**config.mk**
```make
export PLATFORM = sky130hd
export DESIGN_NAME = sapc_path_ctrl
export DESIGN_NICKNAME = d
export VERILOG_FILES = /design/src/design/sapc_pkg.sv /design/src/design/sapc_path_ctrl.sv
export SDC_FILE = /design/constraint.sdc
export NUM_CORES = 1
export LEC_CHECK = 0
export ABC_AREA = 0
export BUFFER_PORTS_ARGS = -buffer_cell sky130_fd_sc_hd__buf_2
export CAP_MARGIN = 20
export CORE_MARGIN = 1
export CORE_UTILIZATION = 53
export CTS_CLUSTER_SIZE = 8
export DETAILED_ROUTE_END_ITERATION = 8
export GPL_ROUTABILITY_DRIVEN = 0
export PLACE_DENSITY = 0.83
export SLEW_MARGIN = 5
export SYNTH_ARGS = -nofsm -noshare
export SYNTH_HDL_FRONTEND = slang
export SYNTH_SLANG_ARGS = --single-unit
```
**constraint.sdc**
```tcl
create_clock -name sys_clk_i -period 3.1 [get_ports sys_clk_i]
set_clock_uncertainty 0.15 [all_clocks]
set_input_delay 0.465 -clock sys_clk_i [delete_from_list [all_inputs] [get_ports sys_clk_i]]
set_output_delay 0.465 -clock sys_clk_i [all_outputs]
set_load 0.01 [all_outputs]
```
**src/design/sapc_pkg.sv**
```systemverilog
// shared constants for the second audio port digital path control bank
package sapc_pkg;

  // ****************************************
  // port geometry
  // ****************************************
  localparam int ADDR_W = 12;
  localparam int DATA_W = 16;

  // ****************************************
  // register offsets (word addresses)
  // ****************************************
  localparam logic [11:0] OFF_REC_LEFT = 12'h500;
  localparam logic [11:0] OFF_REC_RIGHT = 12'h501;
  localparam logic [11:0] OFF_PLAY_LEFT = 12'h502;
  localparam logic [11:0] OFF_PLAY_RIGHT = 12'h503;
  localparam logic [11:0] OFF_REC_FILTER = 12'h510;
  localparam logic [11:0] OFF_PLAY_MUTE = 12'h520;
  localparam logic [11:0] OFF_PLAY_WIDTH = 12'h521;
  localparam logic [11:0] OFF_GATE = 12'h530;
  localparam logic [11:0] OFF_DETECT = 12'h540;

  // ****************************************
  // field positions
  // ****************************************
  localparam int POS_COMMIT = 8;
  localparam int POS_HPF_CORNER = 13;
  localparam int POS_HPF_LEFT = 12;
  localparam int POS_HPF_RIGHT = 11;
  localparam int POS_SOFT_MUTE = 9;
  localparam int POS_MONO = 7;
  localparam int POS_RAMP_SPEED = 5;
  localparam int POS_UNMUTE_RAMP = 4;
  localparam int POS_DEPTH = 9;
  localparam int POS_WIDTH_ON = 8;
  localparam int POS_HOLD = 5;
  localparam int POS_THRESHOLD = 1;
  localparam int POS_GATE_ON = 0;
  localparam int POS_DET_RMS = 11;
  localparam int POS_DET_CREST = 9;
  localparam int POS_DET_METHOD = 7;
  localparam int POS_DET_ON = 6;

  // ****************************************
  // reset values
  // ****************************************
  localparam logic [7:0] RST_GAIN = 8'hC0;
  localparam logic [1:0] RST_HPF_CORNER = 2'h0;
  localparam logic RST_SOFT_MUTE = 1'b1;
  localparam logic [4:0] RST_DEPTH = 5'h00;
  localparam logic [1:0] RST_HOLD = 2'h3;
  localparam logic [2:0] RST_THRESHOLD = 3'h4;
  localparam logic [4:0] RST_DET_RMS = 5'h00;
  localparam logic [1:0] RST_DET_CREST = 2'h0;
  localparam logic RST_DET_METHOD = 1'b1;

  // ****************************************
  // timing
  // ****************************************
  localparam int unsigned CLK_HZ = 50_000_000;
  localparam int unsigned HOLD0_MS = 30;
  localparam int unsigned HOLD1_MS = 125;
  localparam int unsigned HOLD2_MS = 250;
  localparam int unsigned HOLD3_MS = 500;
  localparam int unsigned HOLD0_CYC = HOLD0_MS * (CLK_HZ / 1000);
  localparam int unsigned HOLD1_CYC = HOLD1_MS * (CLK_HZ / 1000);
  localparam int unsigned HOLD2_CYC = HOLD2_MS * (CLK_HZ / 1000);
  localparam int unsigned HOLD3_CYC = HOLD3_MS * (CLK_HZ / 1000);
  localparam int GATE_CNT_W = 25;
  // soft mute ramp steps once per this many sample ticks
  localparam int unsigned RAMP_FAST_DIV = 2;
  localparam int unsigned RAMP_SLOW_DIV = 32;
  localparam logic [4:0] RAMP_FAST_LAST = 5'(RAMP_FAST_DIV - 1);
  localparam logic [4:0] RAMP_SLOW_LAST = 5'(RAMP_SLOW_DIV - 1);

endpackage

```
**src/design/sapc_path_ctrl.sv**
```systemverilog
// control register bank and gain sequencing for the second audio port paths
// Function
// - record volume commit applies left and right record gains together
// - playback volume commit applies left and right playback gains together
// - record gain code: 00h mute, 0.375dB steps to EFh, reset C0h
// - playback gain code: 00h mute, C0h up to FFh all 0dB
// - two-bit record highpass corner selector, hi-fi or three voice modes
// - separate left and right record highpass enables, reset off
// - soft mute bit mutes playback path, resets to muted
// - ramp speed bit picks step every 2 or every 32 samples
// - unmute jumps to volume when select zero, ramps when one
// - mono mix bit combines playback channels, reset off
// - five-bit stereo width depth code, zero means off
// - stereo widening runs only while its enable is set
// - gate hold time 30, 125, 250 or 500 ms before gate engages
// - three-bit gate threshold, -60dB to -102dB, reset code 100
// - noise gate works only while its enable is set
// - level method: detect against five-bit level threshold
// - crest method: detect against two-bit crest threshold
// - method bit: zero crest, one level, reset level
// - signal detection works only while its enable is set
//
// Implementation choice: strobed register access.
`timescale 1ns/1ps

module sapc_path_ctrl #(
  parameter int unsigned HOLD0_CYC = sapc_pkg::HOLD0_CYC,
  parameter int unsigned HOLD1_CYC = sapc_pkg::HOLD1_CYC,
  parameter int unsigned HOLD2_CYC = sapc_pkg::HOLD2_CYC,
  parameter int unsigned HOLD3_CYC = sapc_pkg::HOLD3_CYC
) (
  input wire logic sys_clk_i,
  input wire logic rst_n_i,
  input wire logic ce_i,
  input wire logic [11:0] addr_i,
  input wire logic [15:0] wdata_i,
  input wire logic wr_i,
  input wire logic rd_i,
  output logic [15:0] rdata_o,
  input wire logic fs_tick_i,
  input wire logic gate_quiet_i,
  input wire logic [4:0] det_level_meas_i,
  input wire logic [1:0] det_crest_meas_i,
  output logic [7:0] record_left_gain_o,
  output logic [7:0] record_right_gain_o,
  output logic [7:0] playback_left_gain_o,
  output logic [7:0] playback_right_gain_o,
  output logic playback_muted_o,
  output logic [1:0] record_highpass_corner_o,
  output logic record_left_highpass_on_o,
  output logic record_right_highpass_on_o,
  output logic playback_mono_mix_o,
  output logic [4:0] stereo_width_depth_o,
  output logic stereo_width_on_o,
  output logic [2:0] gate_threshold_o,
  output logic gate_active_o,
  output logic detect_o
);

  // ****************************************
  // helpers
  // ****************************************
  function automatic logic [7:0] step_toward(input logic [7:0] cur, input logic [7:0] tgt);
    if (cur < tgt) begin
      step_toward = cur + 8'h01;
    end else if (cur > tgt) begin
      step_toward = cur - 8'h01;
    end else begin
      step_toward = cur;
    end
  endfunction
  function automatic logic [24:0] hold_last(input logic [1:0] code);
    unique case (code)
      2'h0: hold_last = 25'(HOLD0_CYC - 1);
      2'h1: hold_last = 25'(HOLD1_CYC - 1);
      2'h2: hold_last = 25'(HOLD2_CYC - 1);
      2'h3: hold_last = 25'(HOLD3_CYC - 1);
    endcase
  endfunction

  // ****************************************
  // register state
  // ****************************************
  logic [7:0] rec_l_pend_reg;
  logic [7:0] rec_r_pend_reg;
  logic [7:0] play_l_pend_reg;
  logic [7:0] play_r_pend_reg;
  logic [7:0] play_l_act_reg;
  logic [7:0] play_r_act_reg;
  logic soft_mute_reg;
  logic ramp_speed_reg;
  logic unmute_ramp_reg;
  logic [1:0] hold_reg;
  logic gate_on_reg;
  logic [4:0] det_level_reg;
  logic [1:0] det_crest_reg;
  logic det_method_reg;
  logic det_on_reg;
  logic [4:0] ramp_cnt_reg;
  logic [24:0] gate_cnt_reg;

  // ****************************************
  // address decode
  // ****************************************
  wire logic wr_rec_l = wr_i && (addr_i == sapc_pkg::OFF_REC_LEFT);
  wire logic wr_rec_r = wr_i && (addr_i == sapc_pkg::OFF_REC_RIGHT);
  wire logic wr_play_l = wr_i && (addr_i == sapc_pkg::OFF_PLAY_LEFT);
  wire logic wr_play_r = wr_i && (addr_i == sapc_pkg::OFF_PLAY_RIGHT);
  wire logic wr_filter = wr_i && (addr_i == sapc_pkg::OFF_REC_FILTER);
  wire logic wr_mute = wr_i && (addr_i == sapc_pkg::OFF_PLAY_MUTE);
  wire logic wr_width = wr_i && (addr_i == sapc_pkg::OFF_PLAY_WIDTH);
  wire logic wr_gate = wr_i && (addr_i == sapc_pkg::OFF_GATE);
  wire logic wr_detect = wr_i && (addr_i == sapc_pkg::OFF_DETECT);
  wire logic commit_bit = wdata_i[sapc_pkg::POS_COMMIT];
  // the commit bit lives in both volume words of a pair
  wire logic rec_commit = (wr_rec_l || wr_rec_r) && commit_bit;
  wire logic play_commit = (wr_play_l || wr_play_r) && commit_bit;
  wire logic [7:0] rec_l_new = wr_rec_l ? wdata_i[7:0] : rec_l_pend_reg;
  wire logic [7:0] rec_r_new = wr_rec_r ? wdata_i[7:0] : rec_r_pend_reg;
  wire logic [7:0] play_l_new = wr_play_l ? wdata_i[7:0] : play_l_pend_reg;
  wire logic [7:0] play_r_new = wr_play_r ? wdata_i[7:0] : play_r_pend_reg;

  // ****************************************
  // read mux
  // ****************************************
  logic [15:0] rdata_next;
  always_comb begin
    rdata_next = 16'h0000;
    unique case (addr_i)
      sapc_pkg::OFF_REC_LEFT: rdata_next = {8'h00, rec_l_pend_reg};
      sapc_pkg::OFF_REC_RIGHT: rdata_next = {8'h00, rec_r_pend_reg};
      sapc_pkg::OFF_PLAY_LEFT: rdata_next = {8'h00, play_l_pend_reg};
      sapc_pkg::OFF_PLAY_RIGHT: rdata_next = {8'h00, play_r_pend_reg};
      sapc_pkg::OFF_REC_FILTER: begin
        rdata_next[sapc_pkg::POS_HPF_CORNER +: 2] = record_highpass_corner_o;
        rdata_next[sapc_pkg::POS_HPF_LEFT] = record_left_highpass_on_o;
        rdata_next[sapc_pkg::POS_HPF_RIGHT] = record_right_highpass_on_o;
      end
      sapc_pkg::OFF_PLAY_MUTE: begin
        rdata_next[sapc_pkg::POS_SOFT_MUTE] = soft_mute_reg;
        rdata_next[sapc_pkg::POS_MONO] = playback_mono_mix_o;
        rdata_next[sapc_pkg::POS_RAMP_SPEED] = ramp_speed_reg;
        rdata_next[sapc_pkg::POS_UNMUTE_RAMP] = unmute_ramp_reg;
      end
      sapc_pkg::OFF_PLAY_WIDTH: begin
        rdata_next[sapc_pkg::POS_DEPTH +: 5] = stereo_width_depth_o;
        rdata_next[sapc_pkg::POS_WIDTH_ON] = stereo_width_on_o;
      end
      sapc_pkg::OFF_GATE: begin
        rdata_next[sapc_pkg::POS_HOLD +: 2] = hold_reg;
        rdata_next[sapc_pkg::POS_THRESHOLD +: 3] = gate_threshold_o;
        rdata_next[sapc_pkg::POS_GATE_ON] = gate_on_reg;
      end
      sapc_pkg::OFF_DETECT: begin
        rdata_next[sapc_pkg::POS_DET_RMS +: 5] = det_level_reg;
        rdata_next[sapc_pkg::POS_DET_CREST +: 2] = det_crest_reg;
        rdata_next[sapc_pkg::POS_DET_METHOD] = det_method_reg;
        rdata_next[sapc_pkg::POS_DET_ON] = det_on_reg;
      end
      default: rdata_next = 16'h0000;
    endcase
  end

  // read data only stands in the cycle after the strobe
  always_ff @(posedge sys_clk_i) begin
    if (!rst_n_i) begin
      rdata_o <= 16'h0000;
    end else if (ce_i) begin
      rdata_o <= rd_i ? rdata_next : 16'h0000;
    end
  end

  // ****************************************
  // volume words and commit
  // ****************************************
  always_ff @(posedge sys_clk_i) begin
    if (!rst_n_i) begin
      rec_l_pend_reg <= sapc_pkg::RST_GAIN;
      rec_r_pend_reg <= sapc_pkg::RST_GAIN;
      play_l_pend_reg <= sapc_pkg::RST_GAIN;
      play_r_pend_reg <= sapc_pkg::RST_GAIN;
    end else if (ce_i) begin
      rec_l_pend_reg <= rec_l_new;
      rec_r_pend_reg <= rec_r_new;
      play_l_pend_reg <= play_l_new;
      play_r_pend_reg <= play_r_new;
    end
  end
  // the word written with the commit bit counts as part of the pair
  always_ff @(posedge sys_clk_i) begin
    if (!rst_n_i) begin
      record_left_gain_o <= sapc_pkg::RST_GAIN;
      record_right_gain_o <= sapc_pkg::RST_GAIN;
    end else if (ce_i && rec_commit) begin
      record_left_gain_o <= rec_l_new;
      record_right_gain_o <= rec_r_new;
    end
  end
  always_ff @(posedge sys_clk_i) begin
    if (!rst_n_i) begin
      play_l_act_reg <= sapc_pkg::RST_GAIN;
      play_r_act_reg <= sapc_pkg::RST_GAIN;
    end else if (ce_i && play_commit) begin
      play_l_act_reg <= play_l_new;
      play_r_act_reg <= play_r_new;
    end
  end

  // ****************************************
  // filter, mute, width, gate, detect fields
  // ****************************************
  always_ff @(posedge sys_clk_i) begin
    if (!rst_n_i) begin
      record_highpass_corner_o <= sapc_pkg::RST_HPF_CORNER;
      record_left_highpass_on_o <= 1'b0;
      record_right_highpass_on_o <= 1'b0;
    end else if (ce_i && wr_filter) begin
      record_highpass_corner_o <= wdata_i[sapc_pkg::POS_HPF_CORNER +: 2];
      record_left_highpass_on_o <= wdata_i[sapc_pkg::POS_HPF_LEFT];
      record_right_highpass_on_o <= wdata_i[sapc_pkg::POS_HPF_RIGHT];
    end
  end

  always_ff @(posedge sys_clk_i) begin
    if (!rst_n_i) begin
      soft_mute_reg <= sapc_pkg::RST_SOFT_MUTE;
      playback_mono_mix_o <= 1'b0;
      ramp_speed_reg <= 1'b0;
      unmute_ramp_reg <= 1'b0;
    end else if (ce_i && wr_mute) begin
      soft_mute_reg <= wdata_i[sapc_pkg::POS_SOFT_MUTE];
      playback_mono_mix_o <= wdata_i[sapc_pkg::POS_MONO];
      ramp_speed_reg <= wdata_i[sapc_pkg::POS_RAMP_SPEED];
      unmute_ramp_reg <= wdata_i[sapc_pkg::POS_UNMUTE_RAMP];
    end
  end

  // depth is held even while widening is off
  always_ff @(posedge sys_clk_i) begin
    if (!rst_n_i) begin
      stereo_width_depth_o <= sapc_pkg::RST_DEPTH;
      stereo_width_on_o <= 1'b0;
    end else if (ce_i && wr_width) begin
      stereo_width_depth_o <= wdata_i[sapc_pkg::POS_DEPTH +: 5];
      stereo_width_on_o <= wdata_i[sapc_pkg::POS_WIDTH_ON];
    end
  end

  always_ff @(posedge sys_clk_i) begin
    if (!rst_n_i) begin
      hold_reg <= sapc_pkg::RST_HOLD;
      gate_threshold_o <= sapc_pkg::RST_THRESHOLD;
      gate_on_reg <= 1'b0;
    end else if (ce_i && wr_gate) begin
      hold_reg <= wdata_i[sapc_pkg::POS_HOLD +: 2];
      gate_threshold_o <= wdata_i[sapc_pkg::POS_THRESHOLD +: 3];
      gate_on_reg <= wdata_i[sapc_pkg::POS_GATE_ON];
    end
  end

  always_ff @(posedge sys_clk_i) begin
    if (!rst_n_i) begin
      det_level_reg <= sapc_pkg::RST_DET_RMS;
      det_crest_reg <= sapc_pkg::RST_DET_CREST;
      det_method_reg <= sapc_pkg::RST_DET_METHOD;
      det_on_reg <= 1'b0;
    end else if (ce_i && wr_detect) begin
      det_level_reg <= wdata_i[sapc_pkg::POS_DET_RMS +: 5];
      det_crest_reg <= wdata_i[sapc_pkg::POS_DET_CREST +: 2];
      det_method_reg <= wdata_i[sapc_pkg::POS_DET_METHOD];
      det_on_reg <= wdata_i[sapc_pkg::POS_DET_ON];
    end
  end

  // ****************************************
  // soft mute ramp
  // ****************************************
  wire logic [4:0] ramp_last = ramp_speed_reg ? sapc_pkg::RAMP_SLOW_LAST
                                              : sapc_pkg::RAMP_FAST_LAST;
  wire logic ramp_tick = fs_tick_i && (ramp_cnt_reg >= ramp_last);
  wire logic [7:0] play_l_tgt = soft_mute_reg ? 8'h00 : play_l_act_reg;
  wire logic [7:0] play_r_tgt = soft_mute_reg ? 8'h00 : play_r_act_reg;
  // mute always ramps down; unmuted path follows volume at once unless ramp chosen
  wire logic jump_now = !soft_mute_reg && !unmute_ramp_reg;

  always_ff @(posedge sys_clk_i) begin
    if (!rst_n_i) begin
      ramp_cnt_reg <= 5'h00;
    end else if (ce_i && fs_tick_i) begin
      ramp_cnt_reg <= ramp_tick ? 5'h00 : ramp_cnt_reg + 5'h01;
    end
  end

  // starts at zero: the path comes out of reset muted
  always_ff @(posedge sys_clk_i) begin
    if (!rst_n_i) begin
      playback_left_gain_o <= 8'h00;
      playback_right_gain_o <= 8'h00;
    end else if (ce_i) begin
      if (jump_now) begin
        playback_left_gain_o <= play_l_tgt;
        playback_right_gain_o <= play_r_tgt;
      end else if (ramp_tick) begin
        playback_left_gain_o <= step_toward(playback_left_gain_o, play_l_tgt);
        playback_right_gain_o <= step_toward(playback_right_gain_o, play_r_tgt);
      end
    end
  end

  always_ff @(posedge sys_clk_i) begin
    if (!rst_n_i) begin
      playback_muted_o <= 1'b1;
    end else if (ce_i) begin
      playback_muted_o <= soft_mute_reg;
    end
  end

  // ****************************************
  // noise gate hold
  // ****************************************
  wire logic gate_armed = gate_on_reg && gate_quiet_i;
  wire logic gate_due = gate_armed && (gate_cnt_reg >= hold_last(hold_reg));

  always_ff @(posedge sys_clk_i) begin
    if (!rst_n_i) begin
      gate_cnt_reg <= 25'h0000000;
      gate_active_o <= 1'b0;
    end else if (ce_i) begin
      gate_cnt_reg <= gate_armed && !gate_due ? gate_cnt_reg + 25'h0000001 :
                      (gate_armed ? gate_cnt_reg : 25'h0000000);
      gate_active_o <= gate_due;
    end
  end

  // ****************************************
  // signal detect
  // ****************************************
  // smaller level code means louder; larger crest code means peakier
  wire logic level_hit = det_level_meas_i <= det_level_reg;
  wire logic crest_hit = det_crest_meas_i >= det_crest_reg;

  always_ff @(posedge sys_clk_i) begin
    if (!rst_n_i) begin
      detect_o <= 1'b0;
    end else if (ce_i) begin
      detect_o <= det_on_reg && (det_method_reg ? level_hit : crest_hit);
    end
  end
endmodule // sapc_path_ctrl

```
After elaboration in Yosys (flattened, before gate mapping)
Index checks and enable logic that the tools add are counted.

Output and inout bits: 65. Word-level logic and storage cells: 128. Input bits: 42. Bits in registers: 158.

Order comparisons: 8. Muxes and demuxes: 32. Reduce and logical (&&, ||, !) cells: 37. Add/sub/neg operators: 6. Equality and inequality tests: 13.

Operator list (number): 2-to-1 mux 8 bit (14); == test 12 x 11 -> 1 bit (second input constant) (9); one-hot mux 25 bit (4 select lines) (1); 2-to-1 mux 25 bit (2); adder 25 x 1 -> 25 bit (second input constant) (1); >= comparator 25 bit (1); logical AND 1 bit (25); one-hot mux 4 bit (5 select lines) (1); one-hot mux 1 bit (6 select lines) (3); adder 8 x 1 -> 8 bit (second input constant) (2); > comparator 8 bit (2); less-than comparator 8 bit (2); 2-to-1 mux 16 bit (1); subtractor 8 x 1 -> 8 bit (second input constant) (2); 2-to-1 mux 5 bit (2); one-hot mux 3 bit (3 select lines) (1); AND reduction 3 bit (2); nonzero test 3 bit (2); adder 5 x 1 -> 5 bit (second input constant) (1); >= comparator 5 bit (1); less-or-equal comparator 5 bit (1); one-hot mux 1 bit (5 select lines) (1); == test 2 bit (second input constant) (2); one-hot mux 1 bit (2 select lines) (2); 10 further kinds (15).

Depth between registers and ports, before layout
Depth in word-level cells: 8. Mapped depth: 16. Gate-level depth less buffers: 14.

Worst setup path before layout
OpenSTA, ideal clock, no wires.

Kind: register to register. From: register soft_mute_reg. To: register playback_right_gain_o[6]. Arrival time: 2970 ps. Stages on the path, launching flop included: 17. Library setup time: 74 ps. Path buffers: 2. Period minus slack after synthesis: 3194 ps. Data required time: 2876 ps. Setup slack: -94 ps. Cells stage by stage: dfxtp_1 -> clkbuf_1 -> clkbuf_1 -> nand2b_1 -> ha_1 -> nand2b_1 -> a21oi_1 -> o21ai_0 -> nand2b_1 -> fa_1 -> a21o_1 -> a21oi_1 -> o21bai_1 -> a21oi_1 -> xnor2_1 -> nand2_1 -> a31oi_1.

Cells in the longest elaborated chain, start to end: 5. Elaborated cells on any way between the ends: 11. Classes of those cells: 2 x order compare; 4 x mux; 5 x reduce/logical.

RTL lines: start: declaration (RTL line sapc_path_ctrl.sv:90) `logic soft_mute_reg;`; start signal: assignment (RTL line sapc_path_ctrl.sv:226) `soft_mute_reg <= sapc_pkg::RST_SOFT_MUTE;`; start signal: assignment (RTL line sapc_path_ctrl.sv:231) `soft_mute_reg <= wdata_i[sapc_pkg::POS_SOFT_MUTE];`; 2-to-1 mux 8 bit (RTL line sapc_path_ctrl.sv:282) `wire logic [7:0] play_r_tgt = soft_mute_reg ? 8'h00 : play_r_act_reg;`; less-than comparator 8 bit (RTL line sapc_path_ctrl.sv:64) `if (cur < tgt) begin`; 2-to-1 mux 8 bit (RTL line sapc_path_ctrl.sv:64); 2-to-1 mux 8 bit (RTL line sapc_path_ctrl.sv:303) `end else if (ramp_tick) begin`; 2-to-1 mux 8 bit (RTL line sapc_path_ctrl.sv:300) `if (jump_now) begin`; end signal: assignment (RTL line sapc_path_ctrl.sv:302) `playback_right_gain_o <= play_r_tgt;`; end signal: assignment (RTL line sapc_path_ctrl.sv:305) `playback_right_gain_o <= step_toward(playback_right_gain_o, play_r_tgt);`; end: declaration (RTL line sapc_path_ctrl.sv:47) `output logic [7:0] playback_right_gain_o,`.

Parallel ways exist; a longest one is shown, timed or not. The select of a mux whose other input is x is not followed. A chain may end at the register's enable or synchronous reset.

Worst setup path after layout
From: register soft_mute_reg. To: register playback_left_gain_o[6].

Cells in the longest elaborated chain, start to end: 5. Elaborated cells on any way between the ends: 11. Classes of those cells: 2 x order compare; 4 x mux; 5 x reduce/logical.

RTL lines: 2-to-1 mux 8 bit (RTL line sapc_path_ctrl.sv:281) `wire logic [7:0] play_l_tgt = soft_mute_reg ? 8'h00 : play_l_act_reg;`; less-than comparator 8 bit (RTL line sapc_path_ctrl.sv:64); 2-to-1 mux 8 bit (RTL line sapc_path_ctrl.sv:64); 2-to-1 mux 8 bit (RTL line sapc_path_ctrl.sv:303); 2-to-1 mux 8 bit (RTL line sapc_path_ctrl.sv:300); end signal: assignment (RTL line sapc_path_ctrl.sv:301) `playback_left_gain_o <= play_l_tgt;`; end signal: assignment (RTL line sapc_path_ctrl.sv:304) `playback_left_gain_o <= step_toward(playback_left_gain_o, play_l_tgt);`; end: declaration (RTL line sapc_path_ctrl.sv:46) `output logic [7:0] playback_left_gain_o,`.

Parallel ways exist; a longest one is shown, timed or not. The select of a mux whose other input is x is not followed.

==> impl_results.md <==
* Status: finished, final reports clean
* Mapped Area at 8880 um2
* Die Ht at 131 um
* Cells after synthesis at 1034
* Detailed placer's ending HPWL at 17100 um
* CTS H-tree depth at 4
* Arr. time, crit path at 3270 ps
* Post-synth EDFFs at 0
* Pwr per Cell Area at 410 nW/um2
* R2r startpoint: soft_mute_reg
* Detail Route Antenna Nets at 0
* Final critical-path share of the clock period at 0.985
* # Max-Cap Violations at 0
* Final wirelength at 25200 um
* R2r worst-path depth at 14
* Synth top area share at 0.356
* Pwr Total at 4.38 mW
* Layout area overhead at 20.3%
* Seq/Total Area, Yosys at 0.356
* Seq cells post-synth at 158
* Initial core utilization at 0.551
* Final Hold Fails at 0
* Clock insertion delay at the later pin of the skew report at 440 ps
* CP Data Required Time at 3320 ps
* Crit path from: soft_mute_reg
* Util after Layout at 0.663
* Initial antenna violation count at 0
* Worst reg-to-reg setup slack at 50 ps
* Critical path endpoint category: register
* Cell taking the most area after synthesis: dfxtp_1
* F_max at 327 MHz
* DRC viols at 0
* Vias in the first global route at 7943
* YS warnings at 0
* Antenna diodes at 0
* GRT Overall Usage at 0.285
* Largest net degree at the start of global routing at 102
* Gr ovfl total at 0
* Worst Path Max Fanout at 9
* Max VDD drop at 0.445 mV
* Clock root buffer: clkbuf_16
* Die footprint at 17300 um2
* CTS sink cnt at 158
* Most instantiated cells after synthesis: dfxtp_1 (158), nand2_1 (134), nor2_1 (94)
* Synth Net Count at 1144
* Dominant synthesized flop cell: dfxtp_1
* HP Class: in -> reg
* Final min period at 3050 ps
* Synthesized area per cell at 8.59 um2
* Global-route wire length before repair at 39800 um
* Pleak at 4.78 nW
* Final-stage net count at 1265
* CP startpoint kind: register
* Unique cell type count in the Yosys netlist at 63
* Drt pass-1 iters at 5
* Vias per cell at 6.07
* Clk slew on worst S/H paths at 70 ps
* Drt wl/cell at 18.2 um
* Setup crit end: playback_left_gain_o[6]
* Endpoints failing setup at 0
* Port Buf Inserts at 106
* Least-Margin Pin Slew at 1080 ps
* Most frequent cell after synthesis: dfxtp_1
* Core Region at 16100 um2
* Max Buffers Root-to-Sink at 2
* Fin. max-slew vios at 0
* Reg-to-Reg End: playback_left_gain_o[6]
* Hold_buf cts at 0
* Crit Path Category: reg -> reg
* RSZ-0062 raised after global routing: yes
* CTS tree: built
* Vias at 8396
* CTS Buf Count at 17
* Top cells by area, synth: dfxtp_1 (36%), ha_1 (9.3%), mux2i_1 (9.0%), nand2_1 (5.7%), nor2_1 (4.0%)
* Max reg flops at 25
* Horiz. Die Dim at 131 um
* Initial drt markers at 752
* Share of cells above drive strength 1 at 0.213
* Row cnt at 46
* Rel. slew slack at 0.278
* Asr flop ratio synth at 0
* Number of I/O pins at 107
==> how the worst min path moves through the flow <==
stage | to | from | cells after the start
2_1_floorplan | play_l_pend_reg[1] | play_l_pend_reg[1] | 2
3_3_place_gp | rdata_o[0] | rdata_o[0] | 2
3_5_place_dp | rdata_o[3] | rdata_o[3] | 2
4_1_cts | det_level_reg[4] | wdata_i[15] | 3
5_1_grt | det_crest_reg[1] | wdata_i[10] | 3
6_report | det_level_reg[4] | wdata_i[15] | 3
==> power breakdown <==
group / total, mW / switching [mW] / internal [mW]
registers: 2.03 / 0.00200 / 2.03
clock network: 2.19 / 0.963 / 1.22
logic: 0.163 / 0.114 / 0.0499
total: 4.38 / 1.08 / 3.30
==> layout make-up <==
type	count	area [um2]
well taps	216	270
fillers	1311	5430
clock buffers	18	429
multi-input cells	780	5520
inverters	31	116
clock inverters	14	180
repair buffers	167	1000
flip-flops and latches	158	3170
==> critical path, cell delays in order, from the launching register on <==
cell and delay [ps]:
dfxtp_4 370, buf_2 170, nand2b_1 160, ha_1 290
nand2_1 90, o21ai_1 100, a21o_4 250, fa_2 400
a21o_1 170, a21oi_2 190, o21bai_1 90, a21oi_1 180
xnor2_1 140, nand2_1 70, a31oi_1 160
==> cell families after synthesis <==
| group | Yosys count | share of synthesized area |
|---|---|---|
| adders and majority gates | 68 | 0.0975 |
| DFF | 158 | 0.356 |
| and+or+nand+nor | 363 | 0.194 |
| AOI/OAI and AO/OA | 242 | 0.185 |
| buffers and inverters | 96 | 0.0416 |
| xor gates and xnor gates | 17 | 0.0168 |
| muxes | 90 | 0.109 |
==> layer usage <==
metal  track usage  vias to the layer above  routed length, um  share of wire
li1              -                     3987                  -              -
met1         0.363                     3998              10600           0.42
met2         0.478                      345              12400           0.49
met3        0.0459                       66               1590          0.063
met4         0.117                        0                611          0.024
met5             0                        -                  0              0
==> layout by cell type, fill, tap and decap left out, drive strengths merged, types with 6 or more instances in the layout <==
master  Yosys  final
a41oi       7      7
clkbuf     56     18
or4         8      8
nand4      11     11
nand2b     19     19
mux2i      80     80
a211oi     29     29
and3       11     11
a22oi       6      6
nand3      30     30
nor2b       9      9
buf         9    167
o21ai      38     38
nor4       14     14
xor2        6      6
a21o       15     15
o21a        7      7
a21oi      60     60
xnor2      11     11
nor2       94     94
a31oi      16     16
a22o        7      7
nor3        9      9
dfxtp     158    158
o211ai     17     17
nand2     135    135
ha         66     66
and2        7      7
inv        31     37
==> per-stage QoR <==
stage / hold WS (ps) / setup slack, ps / TNS [ps] / instances / instance area [um2]
final: 125 / 46.4 / 0 / 1384 / 10700
after global routing: 138 / -90.8 / -321 / 1384 / 10700
after CTS: 112 / -10.6 / -12.8 / 1373 / 10400
after detailed placement: 289 / -163 / -380 / 1341 / 9830
after global placement: 289 / 28.8 / 0 / 1341 / 9830
after floorplan: 291 / 7.44 / 0 / 1034 / 8880
==> what timing repair did <==
item / in CTS / in global routing
pin swaps: 0 / 18
hold endpoints to repair: 0 / 0
endpoints found under the setup margin: 9 / 26
resized for setup: 3 / 38
setup buffers: 0 / 11
Note: power is estimated with default switching activity, not from simulation.
